File: config.mk
export PLATFORM = sky130hd
export DESIGN_NAME = lpms_sequencer
export DESIGN_NICKNAME = d
export VERILOG_FILES = /design/src/lpms_pkg.sv /design/src/lpms_sync.sv /design/src/lpms_sequencer.sv
export SDC_FILE = /design/constraint.sdc
export NUM_CORES = 1
export LEC_CHECK = 0
export BUFFER_PORTS_ARGS = -buffer_cell sky130_fd_sc_hd__buf_2
export CORE_MARGIN = 4
export CORE_UTILIZATION = 48
export DETAILED_ROUTE_END_ITERATION = 16
export PLACE_DENSITY_LB_ADDON = 0.2
export SYNTH_ARGS = -nofsm -noshare
export SYNTH_HDL_FRONTEND = slang
export SYNTH_SLANG_ARGS = --single-unit
File: constraint.sdc
create_clock -name SYS_CLK -period 4.04 [get_ports SYS_CLK]
set_input_delay 0.606 -clock SYS_CLK [delete_from_list [all_inputs] [get_ports SYS_CLK]]
set_output_delay 0.606 -clock SYS_CLK [all_outputs]
set_load 0.01 [all_outputs]
File: src/lpms_pkg.sv
// Overview of operation
// active mode runs every function from the main oscillator
// light-sleep instruction in active mode enters standby
// standby: both oscillators run, cpu clocks stop, peripherals run, ports held
// standby ends on reset or interrupt request; reset resets everything
// interrupt wake from standby returns to active at next instruction
// after standby wake, service irq if enable set, else leave pending
// deep-sleep in active with watch select clear enters stop
// stop halts main oscillator; sub oscillator follows its disable bit
// other party holds reset or stop cancel one settle period
// stop cancel honoured only in stop, returns to active
// restart after stop keeps ram; cpu registers marked unsure
// stop resets cpu, timers, serial, a/d, lcd; outputs high impedance
// deep-sleep in active with watch select set enters watch
// watch: main osc off, sub on, only timer a, lcd and serial run
// lcd runs in watch only with a 32 kHz sub clock
// watch serial shifts on external clock but raises no interrupt
// standby and watch hold d ports; r ports hold or carry peripherals
// timer a or ext irq zero in watch enters subactive if low speed
// sleep in subactive enters watch unless direct transfer selected; code also enters watch while LOW_SPEED_ON_FLAG is set
// sleep in subactive with direct transfer goes straight to active; code does so only with LOW_SPEED_ON_FLAG clear
// sleep with irq enable clear and unmasked flag set is a no-op
// mode kept in a state register, gates decoded, reset forces active
package lpms_pkg;

  typedef enum logic [2:0] {
    LPMS_ACTIVE,
    LPMS_STANDBY,
    LPMS_STOP,
    LPMS_WATCH,
    LPMS_SUBACTIVE
  } lpms_mode_e;

  localparam int   LPMS_MODE_W   = 3;
  localparam int   LPMS_PIN_W    = 2;
  localparam int   LPMS_PIN_STOP_CANCEL_N = 0;
  localparam int   LPMS_PIN_EXT0 = 1;
  localparam logic LPMS_PIN_IDLE = 1'b1;
  localparam logic LPMS_RAME_RST = 1'b0;

endpackage : lpms_pkg

File: src/lpms_sync.sv
`timescale 1ns/1ps
module lpms_sync #(
  parameter int               WIDTH     = 2,
  parameter logic [WIDTH-1:0] RESET_VAL = '1
) (
  input  wire logic             SYS_CLK,
  input  wire logic             RST_N,
  input  wire logic [WIDTH-1:0] async_in,
  output logic      [WIDTH-1:0] sync_out
);

  typedef struct packed {
    logic [WIDTH-1:0] meta;
    logic [WIDTH-1:0] stable;
  } lpms_sync_s;

  lpms_sync_s st_ff;
  lpms_sync_s nxt_st;

  // first stage feeds only the second stage
  always_comb begin
    nxt_st.meta   = async_in;
    nxt_st.stable = st_ff.meta;
    if (!RST_N) begin
      nxt_st.meta   = RESET_VAL;
      nxt_st.stable = RESET_VAL;
    end
  end

  always_ff @(posedge SYS_CLK) begin
    st_ff <= nxt_st;
  end

  assign sync_out = st_ff.stable;

endmodule // lpms_sync

File: src/lpms_sequencer.sv
`timescale 1ns/1ps
module lpms_sequencer
  import lpms_pkg::*;
(
  input  wire logic                   SYS_CLK,
  input  wire logic                   RST_N,
  input  wire logic                   LIGHT_SLEEP_INSTR,
  input  wire logic                   DEEP_SLEEP_INSTR,
  input  wire logic                   TIMER_A_WATCH_SELECT,
  input  wire logic                   SUB_OSC_DISABLE_BIT,
  input  wire logic                   LOW_SPEED_ON_FLAG,
  input  wire logic                   DIRECT_TRANSFER_FLAG,
  input  wire logic                   GLOBAL_IRQ_ENABLE,
  input  wire logic                   IRQ_REQ,
  input  wire logic                   TIMER_A_IRQ,
  input  wire logic                   EXT_IRQ_ZERO_N,
  input  wire logic                   STOP_CANCEL_N,
  input  wire logic                   SUB_CLK_32K,
  input  wire logic                   R_PORT_PERIPH_SEL,
  output logic      [LPMS_MODE_W-1:0] MODE,
  output logic                        MAIN_OSC_EN,
  output logic                        SUB_OSC_EN,
  output logic                        CPU_CLK_EN,
  output logic                        CPU_RESET,
  output logic                        PERIPH_RESET,
  output logic                        TIMER_A_EN,
  output logic                        TIMER_BCD_EN,
  output logic                        SERIAL_EN,
  output logic                        SERIAL_IRQ_EN,
  output logic                        AD_EN,
  output logic                        LCD_EN,
  output logic                        D_PORT_HOLD,
  output logic                        R_PORT_HOLD,
  output logic                        IO_HIZ,
  output logic                        RESUME_NEXT,
  output logic                        IRQ_SERVICE,
  output logic                        SLEEP_NOP,
  output logic                        RESTART_ZERO,
  output logic                        RAM_ENABLE_FLAG,
  output logic                        REGS_UNSURE
);

  typedef struct packed {
    lpms_mode_e mode;
    logic       main_osc_en;
    logic       sub_osc_en;
    logic       cpu_clk_en;
    logic       cpu_reset;
    logic       periph_reset;
    logic       timer_a_en;
    logic       timer_bcd_en;
    logic       serial_en;
    logic       serial_irq_en;
    logic       ad_en;
    logic       lcd_en;
    logic       d_port_hold;
    logic       r_port_hold;
    logic       io_hiz;
    logic       resume_next;
    logic       irq_service;
    logic       sleep_nop;
    logic       restart_zero;
    logic       ram_enable;
    logic       regs_unsure;
    logic       ext_prev;
  } lpms_seq_state_s;

  lpms_seq_state_s st_ff;
  lpms_seq_state_s nxt_st;

  logic [LPMS_PIN_W-1:0] pins_raw;
  logic [LPMS_PIN_W-1:0] pins_sync;
  logic                  stop_cancel_n_s;
  logic                  ext0_s;
  logic                  ext0_fall;
  logic                  any_sleep;
  logic                  sleep_blocked;

  assign pins_raw[LPMS_PIN_STOP_CANCEL_N] = STOP_CANCEL_N;
  assign pins_raw[LPMS_PIN_EXT0]  = EXT_IRQ_ZERO_N;

  lpms_sync #(
    .WIDTH     (LPMS_PIN_W),
    .RESET_VAL ({LPMS_PIN_W{LPMS_PIN_IDLE}})
  ) u_pin_sync (
    .SYS_CLK  (SYS_CLK),
    .RST_N    (RST_N),
    .async_in (pins_raw),
    .sync_out (pins_sync)
  );

  assign stop_cancel_n_s       = ~pins_sync[LPMS_PIN_STOP_CANCEL_N];
  assign ext0_s        = pins_sync[LPMS_PIN_EXT0];
  assign ext0_fall     = st_ff.ext_prev & ~ext0_s;
  assign any_sleep     = LIGHT_SLEEP_INSTR | DEEP_SLEEP_INSTR;
  assign sleep_blocked = any_sleep & ~GLOBAL_IRQ_ENABLE & IRQ_REQ;

  always_comb begin
    nxt_st              = st_ff;
    nxt_st.resume_next  = 1'b0;
    nxt_st.irq_service  = 1'b0;
    nxt_st.sleep_nop    = 1'b0;
    nxt_st.restart_zero = 1'b0;
    nxt_st.ext_prev     = ext0_s;

    case (st_ff.mode)
      LPMS_ACTIVE: begin
        if (sleep_blocked) begin
          nxt_st.sleep_nop = 1'b1;
        end else if (LIGHT_SLEEP_INSTR) begin
          nxt_st.mode = LPMS_STANDBY;
        end else if (DEEP_SLEEP_INSTR) begin
          if (TIMER_A_WATCH_SELECT) begin
            nxt_st.mode = LPMS_WATCH;
          end else begin
            nxt_st.mode = LPMS_STOP;
          end
        end
      end
      LPMS_STANDBY: begin
        if (IRQ_REQ) begin
          nxt_st.mode        = LPMS_ACTIVE;
          nxt_st.resume_next = 1'b1;
          nxt_st.irq_service = GLOBAL_IRQ_ENABLE;
        end
      end
      LPMS_STOP: begin
        // cancel input counts only here
        if (stop_cancel_n_s) begin
          nxt_st.mode         = LPMS_ACTIVE;
          nxt_st.restart_zero = 1'b1;
          nxt_st.ram_enable   = 1'b1;
          nxt_st.regs_unsure  = 1'b1;
        end
      end
      LPMS_WATCH: begin
        if (TIMER_A_IRQ | ext0_fall) begin
          if (LOW_SPEED_ON_FLAG) begin
            nxt_st.mode = LPMS_SUBACTIVE;
          end else begin
            nxt_st.mode = LPMS_ACTIVE;
          end
        end
      end
      LPMS_SUBACTIVE: begin
        if (sleep_blocked) begin
          nxt_st.sleep_nop = 1'b1;
        end else if (any_sleep) begin
          if (!LOW_SPEED_ON_FLAG && DIRECT_TRANSFER_FLAG) begin
            nxt_st.mode = LPMS_ACTIVE;
          end else begin
            nxt_st.mode = LPMS_WATCH;
          end
        end
      end
      default: begin
        nxt_st.mode = LPMS_ACTIVE;
      end
    endcase

    if (!RST_N) begin
      nxt_st            = '0;
      nxt_st.mode       = LPMS_ACTIVE;
      nxt_st.ram_enable = LPMS_RAME_RST;
      nxt_st.ext_prev   = LPMS_PIN_IDLE;
    end

    // gates decoded from the mode being entered, so they track st_ff.mode
    nxt_st.main_osc_en   = 1'b0;
    nxt_st.sub_osc_en    = 1'b0;
    nxt_st.cpu_clk_en    = 1'b0;
    nxt_st.cpu_reset     = 1'b0;
    nxt_st.periph_reset  = 1'b0;
    nxt_st.timer_a_en    = 1'b0;
    nxt_st.timer_bcd_en  = 1'b0;
    nxt_st.serial_en     = 1'b0;
    nxt_st.serial_irq_en = 1'b0;
    nxt_st.ad_en         = 1'b0;
    nxt_st.lcd_en        = 1'b0;
    nxt_st.d_port_hold   = 1'b0;
    nxt_st.r_port_hold   = 1'b0;
    nxt_st.io_hiz        = 1'b0;
    case (nxt_st.mode)
      LPMS_ACTIVE: begin
        nxt_st.main_osc_en   = 1'b1;
        nxt_st.sub_osc_en    = 1'b1;
        nxt_st.cpu_clk_en    = 1'b1;
        nxt_st.timer_a_en    = 1'b1;
        nxt_st.timer_bcd_en  = 1'b1;
        nxt_st.serial_en     = 1'b1;
        nxt_st.serial_irq_en = 1'b1;
        nxt_st.ad_en         = 1'b1;
        nxt_st.lcd_en        = 1'b1;
      end
      LPMS_STANDBY: begin
        nxt_st.main_osc_en   = 1'b1;
        nxt_st.sub_osc_en    = 1'b1;
        nxt_st.timer_a_en    = 1'b1;
        nxt_st.timer_bcd_en  = 1'b1;
        nxt_st.serial_en     = 1'b1;
        nxt_st.serial_irq_en = 1'b1;
        nxt_st.ad_en         = 1'b1;
        nxt_st.lcd_en        = 1'b1;
        nxt_st.d_port_hold   = 1'b1;
        nxt_st.r_port_hold   = ~R_PORT_PERIPH_SEL;
      end
      LPMS_STOP: begin
        nxt_st.sub_osc_en    = ~SUB_OSC_DISABLE_BIT;
        nxt_st.cpu_reset     = 1'b1;
        nxt_st.periph_reset  = 1'b1;
        nxt_st.io_hiz        = 1'b1;
      end
      LPMS_WATCH: begin
        nxt_st.sub_osc_en    = 1'b1;
        nxt_st.timer_a_en    = 1'b1;
        nxt_st.serial_en     = 1'b1;
        nxt_st.lcd_en        = SUB_CLK_32K;
        nxt_st.d_port_hold   = 1'b1;
        nxt_st.r_port_hold   = ~R_PORT_PERIPH_SEL;
      end
      LPMS_SUBACTIVE: begin
        nxt_st.sub_osc_en    = 1'b1;
        nxt_st.cpu_clk_en    = 1'b1;
        nxt_st.timer_a_en    = 1'b1;
        nxt_st.timer_bcd_en  = 1'b1;
        nxt_st.serial_en     = 1'b1;
        nxt_st.serial_irq_en = 1'b1;
        nxt_st.lcd_en        = 1'b1;
      end
      default: begin
        nxt_st.main_osc_en   = 1'b1;
      end
    endcase
  end

  always_ff @(posedge SYS_CLK) begin
    st_ff <= nxt_st;
  end

  assign MODE            = LPMS_MODE_W'(st_ff.mode);
  assign MAIN_OSC_EN     = st_ff.main_osc_en;
  assign SUB_OSC_EN      = st_ff.sub_osc_en;
  assign CPU_CLK_EN      = st_ff.cpu_clk_en;
  assign CPU_RESET       = st_ff.cpu_reset;
  assign PERIPH_RESET    = st_ff.periph_reset;
  assign TIMER_A_EN      = st_ff.timer_a_en;
  assign TIMER_BCD_EN    = st_ff.timer_bcd_en;
  assign SERIAL_EN       = st_ff.serial_en;
  assign SERIAL_IRQ_EN   = st_ff.serial_irq_en;
  assign AD_EN           = st_ff.ad_en;
  assign LCD_EN          = st_ff.lcd_en;
  assign D_PORT_HOLD     = st_ff.d_port_hold;
  assign R_PORT_HOLD     = st_ff.r_port_hold;
  assign IO_HIZ          = st_ff.io_hiz;
  assign RESUME_NEXT     = st_ff.resume_next;
  assign IRQ_SERVICE     = st_ff.irq_service;
  assign SLEEP_NOP       = st_ff.sleep_nop;
  assign RESTART_ZERO    = st_ff.restart_zero;
  assign RAM_ENABLE_FLAG = st_ff.ram_enable;
  assign REGS_UNSURE     = st_ff.regs_unsure;
endmodule // lpms_sequencer

==> impl_metrics.ini, run 1 <==
[floorplanning]
die_area_mm2 = 0.00256
start_util_pct = 50.4
die_width_um = 50.6
num_rows = 15
core_area_mm2 = 0.00173
io_pins = 38
die_h_um = 50.6

[timing]
setup_tns_ns = 0
period_minus_slack_ns = 1.77
finClkSkew_ns = 0.00819
relSlewSlack_pct = 58.4
rsz0062_at_grt = false
min_period_over_period_pct = 43.9
finalHoldViolations = 0
worstMarginPinSlew_ns = 0.623
setup_viol = 0
fin_ws_ns = 2.27
fmax_ghz = 0.563
timing.hold.ws_ns = 0.421
maxSlewViolCount = 0

[place]
place_congestion = 0.776
dpl.cell_count = 139
dpl.hpwl_um = 1240
placement.io_buffers = 37
place_ws_ns = 1.94

[grt]
grt-ovfl-total = 0
grt_busiest_layer = met2
grt_use_met2_pct = 24.3
grt_max_degree = 14
track_usage_pct = 14.0
grt_util_met1_pct = 14.8
grtUsageMet3_pct = 4.75
grt_pass1_vias = 664
grt_pass1_wl_um = 2700
antenna_found_initial = 0

[drt]
drc_errors = 0
wl_per_cell_um = 10.9
drt_iter0_markers = 9
viasPerCell = 4.77
vias = 682
routed_wl_um = 1570
dr.pass1.iters = 4
ant_nets = 0

[power_and_ir_drop]
netSwitchingFraction_pct = 25.4
intPower_w = 0.000305
pwr-share-clk_pct = 24.8
p_leak_nw = 0.500
pwr-share-comb_pct = 15.6
p_seq_share_pct = 59.6
ir_drop_v = 0.000254
p_sw_w = 0.000104
power_density_mw_per_mm2 = 390

[critical_path]
critPathLaunch = IRQ_REQ
cp_max_fo = 7
critPathLaunchType = input port
end_kind = register
path_class = input port to register
arrival_ns = 1.95
r2r_start = MODE[2]
crit_required_ns = 4.21

[layout]
n_fill_cell = 162
layout.nets = 134
num_antenna_cells = 0
finalNonFillerCells = 143
final_layout_size_suffix_gt1_share_pct = 41.5
syn_to_final_growth_pct = 20.7

[logic_synthesis]
synth_edf_count = 0
synthSimpleGateAreaFrac_pct = 24.7
synth_common_cells = dfxtp_1, buf_4, nor2_1
synthAdderAreaFrac_pct = 0
synth_cell_types = 32
synth_compound_area_share_pct = 13.4
synthXorXnorAreaFrac_pct = 0
ys.flop_type = dfxtp_1
synth-seq-cells = 23
synth_nets = 101
syn_inst = 86
async_reset_ff_share_pct = 0
yosysTopAreaCell = dfxtp_1
synth-seq-area-share_pct = 52.9
synth_most_common_cell = dfxtp_1
synth_top_area_share_pct = 52.9
syn_area_um2 = 871
synth_top_family_by_area = simple AND/OR/NAND/NOR gates
yosysWarnings = 0
avgSynthCellArea_um2 = 10.1
synthTopCellsByArea = dfxtp_1, buf_4, nand2b_1
synthMuxAreaShare_pct = 0

[clocking]
cts_max_path_buffers = 2
holdBufCountCts = 0
cts_made_buffers = 3
htreeDepth = 1
cts_tree = yes
clk_pin_slew_ns = 0.12
ctsResizeCount = 0
clk_latency_ns = 0.31
cts-root-buf = clkbuf_4
cts.sinks = 23
post_cts.repair.setup_buffers = 0

[min_path]
min_from = u_pin_sync.st_ff[2]
hold_path_class = register to register

[run_status]
status = completed

[run]
maxCapViolations = 0
-- cell families (layout without fill, tap and decap cells) --
family                 count (synthesis)  count (layout)
AO/OA/AOI/OAI                         14              14
buffers and inverters                 13              45
AND/OR/NAND/NOR                       36              36
flip-flops                            23              23
-- metrics by stage --
step | util [%] | cell area (µm²) | total power, W
2_1_floorplan | - | 871 | 0.000292
3_3_place_gp | 59.3 | 1020 | 0.000313
3_5_place_dp | 59.3 | 1020 | 0.000314
4_1_cts | 60.9 | 1050 | 0.000415
5_1_grt | 60.9 | 1050 | 0.000439
6_report | 60.9 | 1050 | 0.000409
-- layout by cell type, fill, tap and decap left out, drive strengths merged, types with 2 or more instances in the layout --
master  Yosys  final
dfxtp      23     23
o211ai      2      2
nand2       5      5
a211oi      2      2
inv         4      4
clkbuf      1      3
and2        4      4
nor3        2      2
nand2b      5      5
buf         8     37
o21ai       4      4
nor2        8      8
nor2b       3      3
-- sequential cells by signal, indices dropped and copies added, names as in the netlist --
signal	flops
SERIAL_IRQ_EN	1
SUB_OSC_EN	1
MODE	3
MAIN_OSC_EN	1
SLEEP_NOP	1
R_PORT_HOLD	1
D_PORT_HOLD	1
CPU_RESET	1
CPU_CLK_EN	1
st_ff	1
u_pin_sync.sync_out	2
RESUME_NEXT	1
SERIAL_EN	1
u_pin_sync.st_ff	2
RESTART_ZERO	1
LCD_EN	1
AD_EN	1
REGS_UNSURE	1
IRQ_SERVICE	1
-- metal layers --
metal	share of wire, %	vias to the layer above
met5	0	-
met4	0.77	0
met3	8.7	2
met2	49	23
met1	41	308
li1	-	349
-- power groups by stage --
stage | Combinational, W | Clock (W) | Sequential (W)
floorplan | 0.0000385 | 0 | 0.000254
global placement | 0.0000641 | 0 | 0.000249
detailed placement | 0.0000647 | 0 | 0.000250
CTS | 0.0000649 | 0.000105 | 0.000244
global route | 0.0000719 | 0.000121 | 0.000246
finish | 0.0000638 | 0.000102 | 0.000244
-- final timing paths --
path | cells after the start | slack, ns | to
max | 5 | 2.27 | SUB_OSC_EN
min | 1 | 0.42 | u_pin_sync.sync_out[0]
max reg2reg | 4 | 2.27 | SUB_OSC_EN
min reg2reg | 1 | 0.42 | u_pin_sync.sync_out[0]
-- worst max-delay path, stage by stage --
cell,delay [ns]
buf_2,0.11
nor2b_4,0.13
or4b_4,0.53
a211oi_4,0.40
o2111ai_1,0.16
-- cell type report --
type	instances	area [µm²]	area share [%]
sequential	23	460	43.8
clock buffer	3	22.5	2.14
clock inverter	1	5.00	0.476
tap	25	31.3	2.98
timing repair buffer	37	185	17.6
inverter	4	15.0	1.43
multi-input combinational	50	332	31.5
(Power assumes the default switching activity.)
==> inputs of run 2 (changes only) <==
- CORE_UTILIZATION: 48 -> 40
- clock period: 4.04 -> 1.45 ns (I/O delays scaled with it)
==> impl_metrics.ini, run 2 (synthesized netlist as in run 1, its figures left out) <==
[run_status]
status = complete, but fails checks
violations = setup timing

[drt]
vias = 750
routed_wl_um = 1820
dr.pass1.iters = 4
viasPerCell = 4.72
wl_per_cell_um = 11.5
drt_iter0_markers = 13
ant_nets = 0
drc_errors = 0

[critical_path]
max_stage_delay_ns = 0.53
cp.buffers_inverters = 2
slowest_stage = or4b_4
end_kind = register
cp_max_fo = 6
crit_family = simple AND/OR/NAND/NOR gates
crit_required_ns = 1.66
arrival_ns = 1.79
critPathLaunchType = register
path_class = register to register
regToRegSetupSlack_ns = -0.13
cp_cell_sequence = inv_2, or4b_4, a211oi_4, buf_4, nor3_1

[floorplanning]
die_width_um = 54.7
num_rows = 16
core_area_mm2 = 0.00202
start_util_pct = 43.1
io_pins = 38
die_area_mm2 = 0.00299
die_h_um = 54.7

[clocking]
cts_made_buffers = 3
cts_tree = yes
cts.sinks = 23
cts_max_path_buffers = 2
post_cts.repair.setup_buffers = 0
holdBufCountCts = 0
cts-root-buf = clkbuf_4
clk_latency_ns = 0.31
clk_pin_slew_ns = 0.11
htreeDepth = 1

[layout]
layout_commonest_cell = buf_2
multi_input_area_um2 = 382
layout.nets = 148
register_area_um2 = 464
syn_to_final_growth_pct = 38.4
n_fill_cell = 195
finalNonFillerCells = 159
utilization_pct = 59.6
num_antenna_cells = 0
layout_common_cells = buf_2, dfxtp_1, buf_4
largest_register_ffs = 3
final_layout_size_suffix_gt1_share_pct = 51.5

[timing]
fin_ws_ns = -0.131
relSlewSlack_pct = 79.0
timing.hold.ws_ns = 0.0587
rsz0062_at_grt = true
setup_tns_ns = -0.663
min_period_over_period_pct = 109
fmax_ghz = 0.632
worstMarginPinSlew_ns = 0.314
setup_viol = 8
finalHoldViolations = 0
maxSlewViolCount = 0
period_minus_slack_ns = 1.58
finClkSkew_ns = 0.0116

[grt]
grtUsageMet3_pct = 3.00
antenna_found_initial = 0
grt_util_met1_pct = 15.0
grt_max_degree = 14
grt_use_met2_pct = 21.7
grt_pass1_vias = 661
grt_pass1_wl_um = 2700
track_usage_pct = 12.8
grt_busiest_layer = met2
grt-ovfl-total = 0

[power_and_ir_drop]
ir_drop_v = 0.000690
p_leak_nw = 0.581
power_density_mw_per_mm2 = 1000

[place]
place_ws_ns = -0.179
dpl.cell_count = 154
dpl.hpwl_um = 1400
placement.io_buffers = 37
place_congestion = 0.867

[run]
maxCapViolations = 0

[min_path]
hold_path_class = input port to register
==> run 2: repair_timing <==
| item | CTS | global route |
|---|---|---|
| cloned | 0 | 1 |
| resized for setup | 3 | 5 |
| endpoints found under the setup margin | 10 | 11 |
| pin swaps | 2 | 6 |
==> run 2: cell type report <==
cell class	instances	share of cell area, %
clock inverter	1	0.415
clock buffer	3	1.87
inverter	4	1.25
timing repair buffer	50	23.5
multi-input combinational	51	31.7
tap	27	2.80
sequential	23	38.5
==> run 2: power breakdown <==
group | internal (W) | switching [W] | total (W)
logic | 0.000118 | 0.000118 | 0.000236
clock network | 0.000103 | 0.000188 | 0.000291
registers | 0.000665 | 0.0000131 | 0.000678
total | 0.000886 | 0.000319 | 0.00121
==> run 2: path summary, 6_finish.rpt <==
| path | depth (start not counted) | end | start |
|---|---|---|---|
| max reg2reg | 5 | R_PORT_HOLD | MODE[2] |
| min reg2reg | 1 | u_pin_sync.sync_out[0] | u_pin_sync.st_ff[2] |
| max | 5 | R_PORT_HOLD | MODE[2] |
| min | 2 | R_PORT_HOLD | R_PORT_PERIPH_SEL |
==> run 2: per-stage QoR <==
step	total power, W	instance area (µm²)
3_5_place_dp	0.000907	1130
6_report	0.00121	1200
4_1_cts	0.00120	1170
2_1_floorplan	0.000816	877
3_3_place_gp	0.000903	1130
5_1_grt	0.00126	1200
==> run 2: metal layers <==
layer	share of wire [%]	vias up	wire length [µm]
met1	43	343	781
met2	49	22	892
met4	0.55	0	10
li1	-	383	-
met3	7.6	2	139
met5	0	-	0
